[src/rtl/fie_pkg.sv]
// Package: constants and types of the invalid and denormal exception unit
package fie_pkg;
  localparam logic [3:0] ADDR_STATUS = 4'h0;
  localparam logic [3:0] ADDR_CONTROL = 4'h4;
  localparam logic [3:0] ADDR_EVENT = 4'h8;
  localparam int SW_INVALID = 0;
  localparam int SW_DENORMAL = 1;
  localparam int SW_STACK = 6;
  localparam int SW_SUMMARY = 7;
  localparam int SW_CC0 = 8;
  localparam int SW_CC1 = 9;
  localparam int SW_CC2 = 10;
  localparam int SW_CC3 = 14;
  localparam int CW_INVALID = 0;
  localparam int CW_DENORMAL = 1;
  localparam logic [15:0] STATUS_RST = 16'h0000;
  localparam logic [15:0] CONTROL_RST = 16'h0003;
  localparam logic [15:0] STATUS_WMASK = 16'h47C3;
  localparam logic [15:0] CONTROL_WMASK = 16'h0003;
  localparam logic [1:0] TAG_VALID = 2'h0;
  localparam logic [1:0] TAG_ZERO = 2'h1;
  localparam logic [1:0] TAG_SPECIAL = 2'h2;
  localparam logic [1:0] TAG_EMPTY = 2'h3;
  localparam logic [2:0] CC_UNORDERED = 3'h7;
  typedef enum logic [4:0] {
    OP_ADD = 5'h00, OP_SUB = 5'h01, OP_MUL = 5'h02, OP_DIV = 5'h03,
    OP_REM = 5'h04, OP_TRIG = 5'h05, OP_SQRT = 5'h06, OP_LOG = 5'h07,
    OP_LOGP1 = 5'h08, OP_CMP = 5'h09, OP_UCMP = 5'h0A, OP_CMPF = 5'h0B,
    OP_LOAD = 5'h0C, OP_STORE = 5'h0D, OP_STINT = 5'h0E, OP_STBCD = 5'h0F,
    OP_XCH = 5'h10, OP_OTHER = 5'h11
  } fie_op_t;
  typedef enum logic [2:0] {
    CLS_NORM = 3'h0, CLS_ZERO = 3'h1, CLS_INF = 3'h2, CLS_DENORM = 3'h3,
    CLS_QNAN = 3'h4, CLS_SNAN = 3'h5, CLS_UNSUP = 3'h6
  } fie_cls_t;
  typedef enum logic [2:0] {
    RES_NORMAL = 3'h0, RES_QNAN_INDEF = 3'h1, RES_QUIETED = 3'h2,
    RES_INT_INDEF = 3'h3, RES_BCD_INDEF = 3'h4, RES_NONE = 3'h5
  } fie_res_t;
endpackage

[src/rtl/fie_verdict_if.sv]
// Interface: verdict of the fault detector towards the exception core
interface fie_verdict_if;
  logic stack_fault;
  logic overflow;
  logic invalid;
  logic denormal;
  logic unordered;
  logic clr_cc2;
  logic fill_a;
  logic fill_b;
  logic normalize;
  fie_pkg::fie_res_t res;
  modport det (output stack_fault, overflow, invalid, denormal, unordered,
    clr_cc2, fill_a, fill_b, normalize, res);
  modport core (input stack_fault, overflow, invalid, denormal, unordered,
    clr_cc2, fill_a, fill_b, normalize, res);
endinterface

[src/rtl/fie_top.sv]
// Module: invalid and denormal exception unit with its register slave
module fie_top (
  input wire logic i_ref_clk,
  input wire logic i_rst_b,
  input wire logic [3:0] i_avs_address,
  input wire logic i_avs_read,
  input wire logic i_avs_write,
  input wire logic [31:0] i_avs_writedata,
  input wire logic [3:0] i_avs_byteenable,
  output logic [31:0] o_avs_readdata,
  output logic o_avs_waitrequest,
  input wire logic i_op_valid,
  input wire fie_pkg::fie_op_t i_op,
  input wire fie_pkg::fie_cls_t i_cls_a,
  input wire fie_pkg::fie_cls_t i_cls_b,
  input wire logic i_sign_a,
  input wire logic i_sign_b,
  input wire logic [1:0] i_tag_a,
  input wire logic [1:0] i_tag_b,
  input wire logic [1:0] i_tag_dst,
  input wire logic i_two_src,
  input wire logic i_range_err,
  input wire logic i_load_ext,
  output logic o_op_done,
  output logic o_commit,
  output fie_pkg::fie_res_t o_result_sel,
  output logic o_fill_a,
  output logic o_fill_b,
  output logic o_normalize,
  output logic o_handler_req,
  output logic [2:0] o_proc_flags,
  output logic o_proc_flags_we
);
  logic rst_meta_q, rst_b_q;
  logic ack_q;
  logic [15:0] status_q, status_d;
  logic [15:0] control_q;
  logic [3:0] event_q;
  logic st_wr, cw_wr, take;
  logic inv_any, unmasked, masked_inv;
  fie_verdict_if vd ();

  always_ff @(posedge i_ref_clk or negedge i_rst_b) begin
    if (!i_rst_b) begin
      rst_meta_q <= 1'b0;
      rst_b_q <= 1'b0;
    end else begin
      rst_meta_q <= 1'b1;
      rst_b_q <= rst_meta_q;
    end
  end

  fie_detect u_detect (
    .i_op(i_op),
    .i_cls_a(i_cls_a),
    .i_cls_b(i_cls_b),
    .i_sign_a(i_sign_a),
    .i_sign_b(i_sign_b),
    .i_tag_a(i_tag_a),
    .i_tag_b(i_tag_b),
    .i_tag_dst(i_tag_dst),
    .i_two_src(i_two_src),
    .i_range_err(i_range_err),
    .i_load_ext(i_load_ext),
    .vd(vd.det)
  );

  function automatic logic [15:0] be_merge(input logic [15:0] old,
    input logic [31:0] wd, input logic [3:0] be, input logic [15:0] m);
    logic [15:0] v;
    v = old;
    if (be[0]) v[7:0] = wd[7:0];
    if (be[1]) v[15:8] = wd[15:8];
    be_merge = v & m;
  endfunction

  // One wait state: every access answers at the second edge
  assign o_avs_waitrequest = (i_avs_read || i_avs_write) && !ack_q;
  assign st_wr = i_avs_write && !ack_q &&
    (i_avs_address == fie_pkg::ADDR_STATUS);
  assign cw_wr = i_avs_write && !ack_q &&
    (i_avs_address == fie_pkg::ADDR_CONTROL);

  always_ff @(posedge i_ref_clk or negedge rst_b_q) begin
    if (!rst_b_q) begin
      ack_q <= 1'b0;
      o_avs_readdata <= 32'h0000_0000;
    end else begin
      ack_q <= (i_avs_read || i_avs_write) && !ack_q;
      if (i_avs_read && !ack_q) begin
        case (i_avs_address)
          fie_pkg::ADDR_STATUS: o_avs_readdata <= {16'h0000, status_q};
          fie_pkg::ADDR_CONTROL: o_avs_readdata <= {16'h0000, control_q};
          fie_pkg::ADDR_EVENT: o_avs_readdata <= {28'h0000000, event_q};
          default: o_avs_readdata <= 32'h0000_0000;
        endcase
      end
    end
  end

  always_ff @(posedge i_ref_clk or negedge rst_b_q) begin
    if (!rst_b_q) control_q <= fie_pkg::CONTROL_RST;
    else if (cw_wr) control_q <= be_merge(control_q, i_avs_writedata,
      i_avs_byteenable, fie_pkg::CONTROL_WMASK);
  end

  assign take = i_op_valid;
  assign inv_any = vd.stack_fault || vd.invalid;
  assign masked_inv = inv_any && control_q[fie_pkg::CW_INVALID];
  // Invalid outranks denormal, so one instruction raises only one of them
  assign unmasked = (inv_any && !control_q[fie_pkg::CW_INVALID]) ||
    (!inv_any && vd.denormal && !control_q[fie_pkg::CW_DENORMAL]);

  // Software write first, hardware sets after: a set never gets lost
  always_comb begin
    status_d = status_q;
    if (st_wr) status_d = be_merge(status_q, i_avs_writedata,
      i_avs_byteenable, fie_pkg::STATUS_WMASK);
    if (take) begin
      if (vd.stack_fault) begin
        status_d[fie_pkg::SW_INVALID] = 1'b1;
        status_d[fie_pkg::SW_STACK] = 1'b1;
        status_d[fie_pkg::SW_CC1] = vd.overflow;
      end else if (vd.invalid) begin
        status_d[fie_pkg::SW_INVALID] = 1'b1;
        if (masked_inv && vd.unordered && i_op != fie_pkg::OP_CMPF) begin
          status_d[fie_pkg::SW_CC0] = 1'b1;
          status_d[fie_pkg::SW_CC2] = 1'b1;
          status_d[fie_pkg::SW_CC3] = 1'b1;
        end
        if (masked_inv && vd.clr_cc2) begin
          status_d[fie_pkg::SW_CC2] = 1'b0;
        end
      end else if (vd.denormal) begin
        status_d[fie_pkg::SW_DENORMAL] = 1'b1;
      end
      if (unmasked) status_d[fie_pkg::SW_SUMMARY] = 1'b1;
    end
  end

  always_ff @(posedge i_ref_clk or negedge rst_b_q) begin
    if (!rst_b_q) status_q <= fie_pkg::STATUS_RST;
    else status_q <= status_d;
  end

  always_ff @(posedge i_ref_clk or negedge rst_b_q) begin
    if (!rst_b_q) event_q <= 4'h0;
    else if (take) event_q <= {vd.denormal && !inv_any, vd.invalid,
      vd.stack_fault, vd.overflow};
  end

  // Unmasked faults commit nothing, so stack pointer and sources stay put
  always_ff @(posedge i_ref_clk or negedge rst_b_q) begin
    if (!rst_b_q) begin
      o_op_done <= 1'b0;
      o_commit <= 1'b0;
      o_result_sel <= fie_pkg::RES_NORMAL;
      o_fill_a <= 1'b0;
      o_fill_b <= 1'b0;
      o_normalize <= 1'b0;
      o_handler_req <= 1'b0;
      o_proc_flags <= 3'h0;
      o_proc_flags_we <= 1'b0;
    end else begin
      o_op_done <= take;
      o_commit <= take && !unmasked;
      o_handler_req <= take && unmasked;
      o_result_sel <= unmasked ? fie_pkg::RES_NONE : vd.res;
      o_fill_a <= take && masked_inv && vd.fill_a;
      o_fill_b <= take && masked_inv && vd.fill_b;
      o_normalize <= take && !unmasked && !inv_any && vd.normalize;
      o_proc_flags_we <= take && masked_inv && vd.unordered &&
        (i_op == fie_pkg::OP_CMPF);
      o_proc_flags <= fie_pkg::CC_UNORDERED;
    end
  end
endmodule

[src/rtl/fie_detect.sv]
// Module: combinational fault classification of one instruction
module fie_detect (
  input wire fie_pkg::fie_op_t i_op,
  input wire fie_pkg::fie_cls_t i_cls_a,
  input wire fie_pkg::fie_cls_t i_cls_b,
  input wire logic i_sign_a,
  input wire logic i_sign_b,
  input wire logic [1:0] i_tag_a,
  input wire logic [1:0] i_tag_b,
  input wire logic [1:0] i_tag_dst,
  input wire logic i_two_src,
  input wire logic i_range_err,
  input wire logic i_load_ext,
  fie_verdict_if.det vd
);
  function automatic logic has(input fie_pkg::fie_cls_t a,
    input fie_pkg::fie_cls_t b, input logic two, input fie_pkg::fie_cls_t c);
    has = (a == c) || (two && (b == c));
  endfunction

  logic snan, unsup, qnan, inf, den, cmp, ld, xch, ia;
  logic empty_a, empty_b;
  always_comb begin
    snan = has(i_cls_a, i_cls_b, i_two_src, fie_pkg::CLS_SNAN);
    unsup = has(i_cls_a, i_cls_b, i_two_src, fie_pkg::CLS_UNSUP);
    qnan = has(i_cls_a, i_cls_b, i_two_src, fie_pkg::CLS_QNAN);
    inf = has(i_cls_a, i_cls_b, i_two_src, fie_pkg::CLS_INF);
    den = has(i_cls_a, i_cls_b, i_two_src, fie_pkg::CLS_DENORM);
    cmp = (i_op == fie_pkg::OP_CMP) || (i_op == fie_pkg::OP_CMPF);
    ld = (i_op == fie_pkg::OP_LOAD);
    xch = (i_op == fie_pkg::OP_XCH);
    empty_a = (i_tag_a == fie_pkg::TAG_EMPTY);
    empty_b = i_two_src && (i_tag_b == fie_pkg::TAG_EMPTY);
    vd.overflow = ld && (i_tag_dst != fie_pkg::TAG_EMPTY);
    vd.stack_fault = vd.overflow || (!ld && !xch && (empty_a || empty_b));
    vd.fill_a = xch && empty_a;
    vd.fill_b = xch && empty_b;
    ia = snan || unsup;
    vd.unordered = (cmp || i_op == fie_pkg::OP_UCMP) && (qnan || snan);
    vd.clr_cc2 = 1'b0;
    case (i_op)
      fie_pkg::OP_CMP, fie_pkg::OP_CMPF: ia = ia || qnan;
      fie_pkg::OP_STINT, fie_pkg::OP_STBCD:
        ia = ia || qnan || inf || i_range_err;
      fie_pkg::OP_ADD: ia = ia || (i_cls_a == fie_pkg::CLS_INF &&
        i_cls_b == fie_pkg::CLS_INF && i_sign_a != i_sign_b);
      fie_pkg::OP_SUB: ia = ia || (i_cls_a == fie_pkg::CLS_INF &&
        i_cls_b == fie_pkg::CLS_INF && i_sign_a == i_sign_b);
      fie_pkg::OP_MUL: ia = ia || (inf &&
        has(i_cls_a, i_cls_b, 1'b1, fie_pkg::CLS_ZERO));
      fie_pkg::OP_DIV: ia = ia || (i_cls_a == i_cls_b &&
        (i_cls_a == fie_pkg::CLS_INF || i_cls_a == fie_pkg::CLS_ZERO));
      fie_pkg::OP_REM: begin
        vd.clr_cc2 = i_cls_b == fie_pkg::CLS_ZERO || i_cls_a == fie_pkg::CLS_INF;
        ia = ia || vd.clr_cc2;
      end
      fie_pkg::OP_TRIG: begin
        vd.clr_cc2 = i_cls_a == fie_pkg::CLS_INF;
        ia = ia || vd.clr_cc2;
      end
      fie_pkg::OP_SQRT, fie_pkg::OP_LOG: ia = ia || (i_sign_a &&
        i_cls_a != fie_pkg::CLS_ZERO && i_cls_a < fie_pkg::CLS_QNAN);
      fie_pkg::OP_LOGP1: ia = ia || i_range_err;
      fie_pkg::OP_XCH: ia = empty_a || empty_b;
      default: ia = ia;
    endcase
    vd.invalid = ia && !vd.stack_fault;
    // Extended loads carry denormals as they are; no fault there
    vd.denormal = den && !xch && !(ld && i_load_ext);
    vd.normalize = vd.denormal && ld;
    if (vd.stack_fault || vd.invalid) begin
      if (i_op == fie_pkg::OP_STINT) vd.res = fie_pkg::RES_INT_INDEF;
      else if (i_op == fie_pkg::OP_STBCD) vd.res = fie_pkg::RES_BCD_INDEF;
      else if (cmp || i_op == fie_pkg::OP_UCMP) vd.res = fie_pkg::RES_NONE;
      else if (xch) vd.res = fie_pkg::RES_NORMAL;
      else if (vd.invalid && snan && !unsup) vd.res = fie_pkg::RES_QUIETED;
      else vd.res = fie_pkg::RES_QNAN_INDEF;
    end else begin
      vd.res = fie_pkg::RES_NORMAL;
    end
  end
endmodule

[config.mk]
export PLATFORM = sky130hd
export DESIGN_NAME = fie_top
export DESIGN_NICKNAME = d
export VERILOG_FILES = /design/src/rtl/fie_pkg.sv /design/src/rtl/fie_verdict_if.sv /design/src/rtl/fie_top.sv /design/src/rtl/fie_detect.sv
export SDC_FILE = /design/constraint.sdc
export NUM_CORES = 1
export LEC_CHECK = 0
export BUFFER_PORTS_ARGS = -buffer_cell sky130_fd_sc_hd__buf_2
export CORE_MARGIN = 1
export CORE_UTILIZATION = 40
export DETAILED_ROUTE_END_ITERATION = 12
export PLACE_DENSITY_LB_ADDON = 0.05
export REMOVE_ABC_BUFFERS = 1
export SETUP_SLACK_MARGIN = 0.15
export SYNTH_ARGS = -nofsm -noshare
export SYNTH_HDL_FRONTEND = slang
export SYNTH_SLANG_ARGS = --single-unit
[constraint.sdc]
create_clock -name i_ref_clk -period 3.3 [get_ports i_ref_clk]
set_clock_uncertainty 0.1 [all_clocks]
set_input_delay 0.165 -clock i_ref_clk [delete_from_list [all_inputs] [get_ports i_ref_clk]]
set_output_delay 0.165 -clock i_ref_clk [all_outputs]
set_load 0.02 [all_outputs]
==> results_dict.tcl, run 1 <==
set metrics [dict create \
    core_um2 5990 \
    register_area_um2 953 \
    drt_iter0_markers 49 \
    p_sw_frac 0.309 \
    cpMaxStageDelayCell "a221oi_1" \
    r2r-start "ack_q" \
    synth.area.top_cells "dfrtp_1, buf_4, nand2_1, mux2i_1, o21ai_0" \
    synth_edf_count 0 \
    worstHoldStart "i_avs_writedata[14]" \
    cts-resized-gates 0 \
    synthArstFlopShare 1.00 \
    powerDensity_nw_per_um2 389 \
    min_to "status_q[14]" \
    fill_cells 596 \
    worst_pin_slew_ns 0.954 \
    clockBufferDepth 2 \
    multi_input_area_um2 1320 \
    fin_crit_sh 0.567 \
    final_cell_count_no_fill 400 \
    p_switching_uw 344 \
    post_cts_buffers 0 \
    leakagePower_nw 1.34 \
    numCtsBuffers 5 \
    fin_setup_tns_ns 0 \
    synthFlopType "dfrtp_1" \
    ant_nets 0 \
    cts_root_buf "clkbuf_8" \
    syn_to_final_growth_pct 13.4 \
    final_cell_mix "buf_2, dfrtp_1, nand2_1" \
    seq_area_frac_synth 0.377 \
    yosys_warnings 0 \
    dieArea_um2 6640 \
    diodes 0 \
    initial_core_util 0.422 \
    groute.usage.overall 0.179 \
    syn_inst 266 \
    irDropWorstVdd_mv 0.199 \
    crit_arrival_ns 1.94 \
    r2r_cells 5 \
    crit_chain "buf_2, nor2b_2, and3b_1, a21oi_1, a221oi_1, o31a_4, nor3_4, a221o_1" \
    rows 28 \
    fin_area_um2 2870 \
    port_buffers 64 \
    min_path_type "in2reg" \
    crit_type "in2reg" \
    htreeDepth 2 \
    die_w_um 81.5 \
    yosysTopAreaCellShare 0.357 \
    drive_gt1_frac 0.314 \
    viasPerCell 5.19 \
    cts_tree "done" \
    max_freq_ghz 0.535 \
    end_kind "flop" \
    antenna_found_initial 0 \
    yosysTopAreaCell "dfrtp_1" \
    routabilityCongestion 0.839 \
    synthesis.area_um2 2530 \
    drc 0 \
    critPathMaxFanout 8 \
    dr.pass1.iters 4 \
    final_common_cell "buf_2" \
    grt_setup_unrepaired "false" \
    clock_sink_count 38 \
    ys_types 69 \
    r2r_end "status_q[9]" \
    finalHoldViolCount 0 \
    grt_start_max_net_pins 25 \
    setup_viol 0 \
    relSlewSlack 0.364 \
    start_kind "input port" \
    power_frac_comb 0.234 \
    place_area_um2 2740 \
    ys_ff_latch 38 \
    routed_wl_um 5520 \
    clock_latency_ns 0.29 \
    path_clk_slew_ns 0.07 \
    vias 2077 \
    globalRoute.totalOverflow 0 \
    dp.cells 389 \
    syn_area_per_cell_um2 9.50 \
    drv_cap 0 \
    grt_pass1_wl_um 8990 \
    cp_data_required_time_ns 3.37 \
    hold_depth 3 \
    io_pins 113 \
    fin_crit_ns 1.87 \
    outcome "completed" \
    ctsHoldBuffers 3 \
    regToRegSetupSlack_ns 1.72 \
    p_total_mw 1.11 \
    seqPwrFrac 0.477 \
    slowest_delay_ns 0.51 \
    dpl.hpwl_um 4280 \
    p_clk_frac 0.290 \
    p_int_uw 770 \
    die_h_um 81.5 \
    drv_slew 0 \
    nNetsFinal 391 \
    post_drt_wl_per_cell_um 13.8 \
    grt_pass1_vias 1921 \
]
area by class of cell:
| cell class | count | share of cell area |
|---|---|---|
| multi-input cells | 199 | 0.462 |
| clock buffers | 7 | 0.0301 |
| inverters | 12 | 0.0157 |
| repair buffers | 68 | 0.125 |
| well taps | 75 | 0.0328 |
| flip-flops and latches | 38 | 0.333 |
| clock inverters | 1 | 0.00175 |
state kept, by name (all words and copies together) (netlist names):
| register | count |
|---|---|
| control_q | 2 |
| o_normalize | 1 |
| o_handler_req | 1 |
| o_avs_readdata | 10 |
| o_commit | 1 |
| status_q | 8 |
| o_proc_flags | 1 |
| o_op_done | 1 |
| o_fill_a | 1 |
| o_fill_b | 1 |
| event_q | 4 |
| rst_meta_q | 1 |
| rst_b_q | 1 |
| ack_q | 1 |
| o_proc_flags_we | 1 |
| o_result_sel | 3 |
metal layers:
metal | GRT usage | wire length (um) | vias up
met5 | 0 | 0 | -
met4 | 0.0696 | 83 | 0
met3 | 0.0233 | 226 | 7
met2 | 0.322 | 2750 | 65
met1 | 0.216 | 2450 | 991
li1 | - | - | 1014
Yosys cell counts (2+ instances only):
cell type  number
a21oi_1        10
dfrtp_1        36
nor4bb_1        2
buf_2           4
nand3_1         5
nor4_2          2
nand2_1        33
nor2_1         11
nor3_2          2
mux2i_1         8
a21boi_1        2
a211oi_1        2
o31ai_1         2
a21o_1          2
buf_6           5
nand4b_1        3
a21oi_2         2
conb_1          2
nand3b_1        3
nand2b_1        5
inv_1          10
xor2_1          4
inv_2           2
clkbuf_1        4
nand4_1         3
o22ai_1         2
mux2_2          3
o211ai_1        2
a32oi_1         2
o21ai_0        15
nor4_1          3
dfstp_2         2
nor2b_1         4
a22oi_1         3
a22o_1          3
and3_1          5
buf_4          26
metrics by stage:
stage                      util  hold slack, ns  worst slack [ns]
after detailed placement  0.458          -0.150              1.12
after floorplan               -          -0.231              1.53
after CTS                 0.478         0.00120              1.42
after global routing      0.478          0.0137              1.23
final                     0.478         0.00875              1.43
after global placement    0.458          -0.149              1.10
cells by family (layout without fill, tap and decap cells):
| logic type | Yosys count | after routing | synth area share |
|---|---|---|---|
| other | 2 | 24 | 0.00297 |
| adder cells (fa/ha/maj) | 1 | 1 | 0.00396 |
| XOR/XNOR | 5 | 5 | 0.0173 |
| AND/OR/NAND/NOR | 96 | 96 | 0.234 |
| flip-flops | 38 | 38 | 0.377 |
| multiplexers | 12 | 12 | 0.0495 |
| AO/OA/AOI/OAI | 61 | 61 | 0.184 |
| buffers and inverters | 51 | 88 | 0.131 |
power groups by stage:
stage               clock [mW]  combinational (mW)  sequential, mW
floorplan                    0               0.147           0.552
global placement             0               0.257           0.540
detailed placement           0               0.258           0.540
CTS                      0.334               0.262           0.531
global route             0.349               0.290           0.536
finish                   0.323               0.260           0.531
worst max-delay path: cells and delay by family:
family | cells | cell delay, ns
simple gates | 3 | 0.49
buf+inv | 1 | 0.17
compound gates | 4 | 1.12
worst max path at each step:
| stage | from | end |
|---|---|---|
| after floorplan | i_op[1] | status_q[1] |
| after global placement | i_cls_a[1] | o_normalize |
| after detailed placement | i_op[1] | o_normalize |
| after CTS | i_cls_a[1] | o_normalize |
| after global routing | i_op[2] | o_result_sel[2] |
| final | i_cls_a[1] | status_q[1] |
(Power assumes the default switching activity.)
==> run 2, diff against run 1 <==
Clock period 3.3 ns to 1.64 ns, I/O delays scaled along.
==> run 2 against run 1 <==
Effect of this change: the flow now finishes with violations (setup timing); hold slack got worse by 0.0022 ns; sequential power increased by 100%; sequential cell count unchanged; worst setup slack got worse by 1.5 ns; critical endpoint is now status_q[7]; largest cell class unchanged; largest power group unchanged; highest routed layer unchanged.
==> results_dict.tcl, run 2 (synthesis gave the netlist of run 1 again) <==
set metrics [dict create \
    outcome "finished, violations left" \
    violations "setup timing" \
    grt_pass1_vias 2191 \
    drv_cap 0 \
    setup_viol 10 \
    die_w_um 81.5 \
    p_sw_frac 0.315 \
    clock_sink_count 38 \
    min_path_type "in2async" \
    drt_iter0_markers 84 \
    routabilityCongestion 0.776 \
    clockBufferDepth 2 \
    diodes 0 \
    io_pins 113 \
    wl_met2_um 3490 \
    grt_pass1_wl_um 10000 \
    post-route-util 0.632 \
    antenna_found_initial 0 \
    highest_layer "met4" \
    globalRoute.totalOverflow 0 \
    end_kind "flop" \
    p_int_mw 1.73 \
    drc 0 \
    dieArea_um2 6640 \
    seqPwrFrac 0.421 \
    syn_to_final_growth_pct 49.8 \
    top_regs "o_avs_readdata: 10 flops, status_q: 8 flops, event_q: 4 flops" \
    port_buffers 64 \
    leakagePower_nw 1.79 \
    grt_setup_unrepaired "true" \
    largest_register_ffs 10 \
    dr_wl_met3_um 244 \
    place_area_um2 3120 \
    die_h_um 81.5 \
    final_common_cell "buf_4" \
    fin_crit_sh 1.03 \
    final_cell_count_no_fill 474 \
    fin_crit_ns 1.69 \
    groute.usage.overall 0.198 \
    irDropWorstVdd_mv 0.327 \
    dpl.hpwl_um 4790 \
    power_frac_comb 0.314 \
    initial_core_util 0.422 \
    crit_arrival_ns 1.75 \
    cts_root_buf "clkbuf_8" \
    critPathMaxFanout 4 \
    wl_met1_um 2790 \
    fill_cells 531 \
    htreeDepth 2 \
    p_total_mw 2.52 \
    pre_cts_ws_ns -0.381 \
    powerDensity_nw_per_um2 667 \
    core_um2 5990 \
    clock_latency_ns 0.29 \
    nNetsFinal 465 \
    dp.cells 437 \
    fin_area_um2 3780 \
    p_clk_frac 0.265 \
    routed_wl_um 6700 \
    crit_type "in2reg" \
    viasPerCell 4.95 \
    dr.pass1.iters 5 \
    vias 2346 \
    ant_nets 0 \
    top_register "o_avs_readdata" \
    drive_gt1_frac 0.494 \
    start_kind "input port" \
    drv_slew 0 \
    max_freq_ghz 0.592 \
    rows 28 \
    finalHoldViolCount 0 \
    p_switching_uw 796 \
    grt_start_max_net_pins 37 \
    cts_tree "done" \
    fin_ws_ns -0.0481 \
    numCtsBuffers 5 \
    cp_data_required_time_ns 1.70 \
    path_clk_slew_ns 0.07 \
    post_drt_wl_per_cell_um 14.1 \
    final_cell_mix "buf_4, buf_2, dfrtp_1" \
]
-- run 2: changes by cell type in the layout (fill, tap and decap cells not counted), sizes merged --
cell / before / now
buf: 65 / 131
clkbuf: 7 / 6
clkinvlp: 0 / 1
dlygate4sd3: 3 / 11
-- run 2: path summary, 6_finish.rpt --
check,start,end,slack [ns],cells past startpoint
worst min register to register,rst_b_q,o_proc_flags[0],0.17,1
worst max-delay path,i_cls_a[1],status_q[7],-0.05,10
min in group i_ref_clk,i_avs_writedata[9],status_q[9],0.03,4
max in group asynchronous,rst_b_q,control_q[0],0.92,1
worst min-delay path,i_rst_b,rst_meta_q,0.007,2
worst max register to register,ack_q,status_q[7],0.11,4
-- run 2: per-layer routing --
metal	vias to the layer above	track usage
met3	16	0.0211
met2	79	0.365
met4	0	0.0786
met1	1095	0.234
met5	-	0
li1	1156	-
-- run 2: area by class of cell --
type | instances | area, um^2 | share of cell area
well taps | 75 | 93.8 | 0.0248
flip-flops and latches | 38 | 953 | 0.252
inverters | 12 | 45.0 | 0.0119
repair buffers | 142 | 1040 | 0.276
clock inverters | 2 | 12.5 | 0.00331
multi-input cells | 199 | 1550 | 0.410
clock buffers | 6 | 82.6 | 0.0218
-- run 2: power groups by stage --
stage          clock, mW  combinational [mW]  sequential [mW]
2_1_floorplan          0               0.296             1.11
3_3_place_gp           0               0.618             1.08
3_5_place_dp           0               0.622             1.08
4_1_cts            0.678               0.722             1.06
5_1_grt            0.715               0.859             1.07
6_report           0.669               0.791             1.06
-- run 2: timing repair --
action	CTS	global route
hold buffers	11	0
pin swaps	19	24
setup buffers	12	6
cloned	0	0
setup endpoints to repair	17	19
endpoints found under the hold margin	13	0
resized for setup	32	38
-- run 2: worst max-delay path, cell delays in order --
cell and delay [ns]:
buf_6 0.10, buf_6 0.12, nor2b_4 0.12, and3b_2 0.23
a21oi_2 0.18, a221oi_4 0.09, o31a_4 0.36, nor3_4 0.26
buf_6 0.13, o311ai_2 0.07
-- run 2: per-stage QoR --
step,TNS [ns],hold WS (ns)
after CTS,-0.102,0.00286
after detailed placement,-5.49,-0.231
after global placement,-5.52,-0.232
final,-0.353,0.00659
after global routing,-1.07,0.0164
after floorplan,-0.0870,-0.314
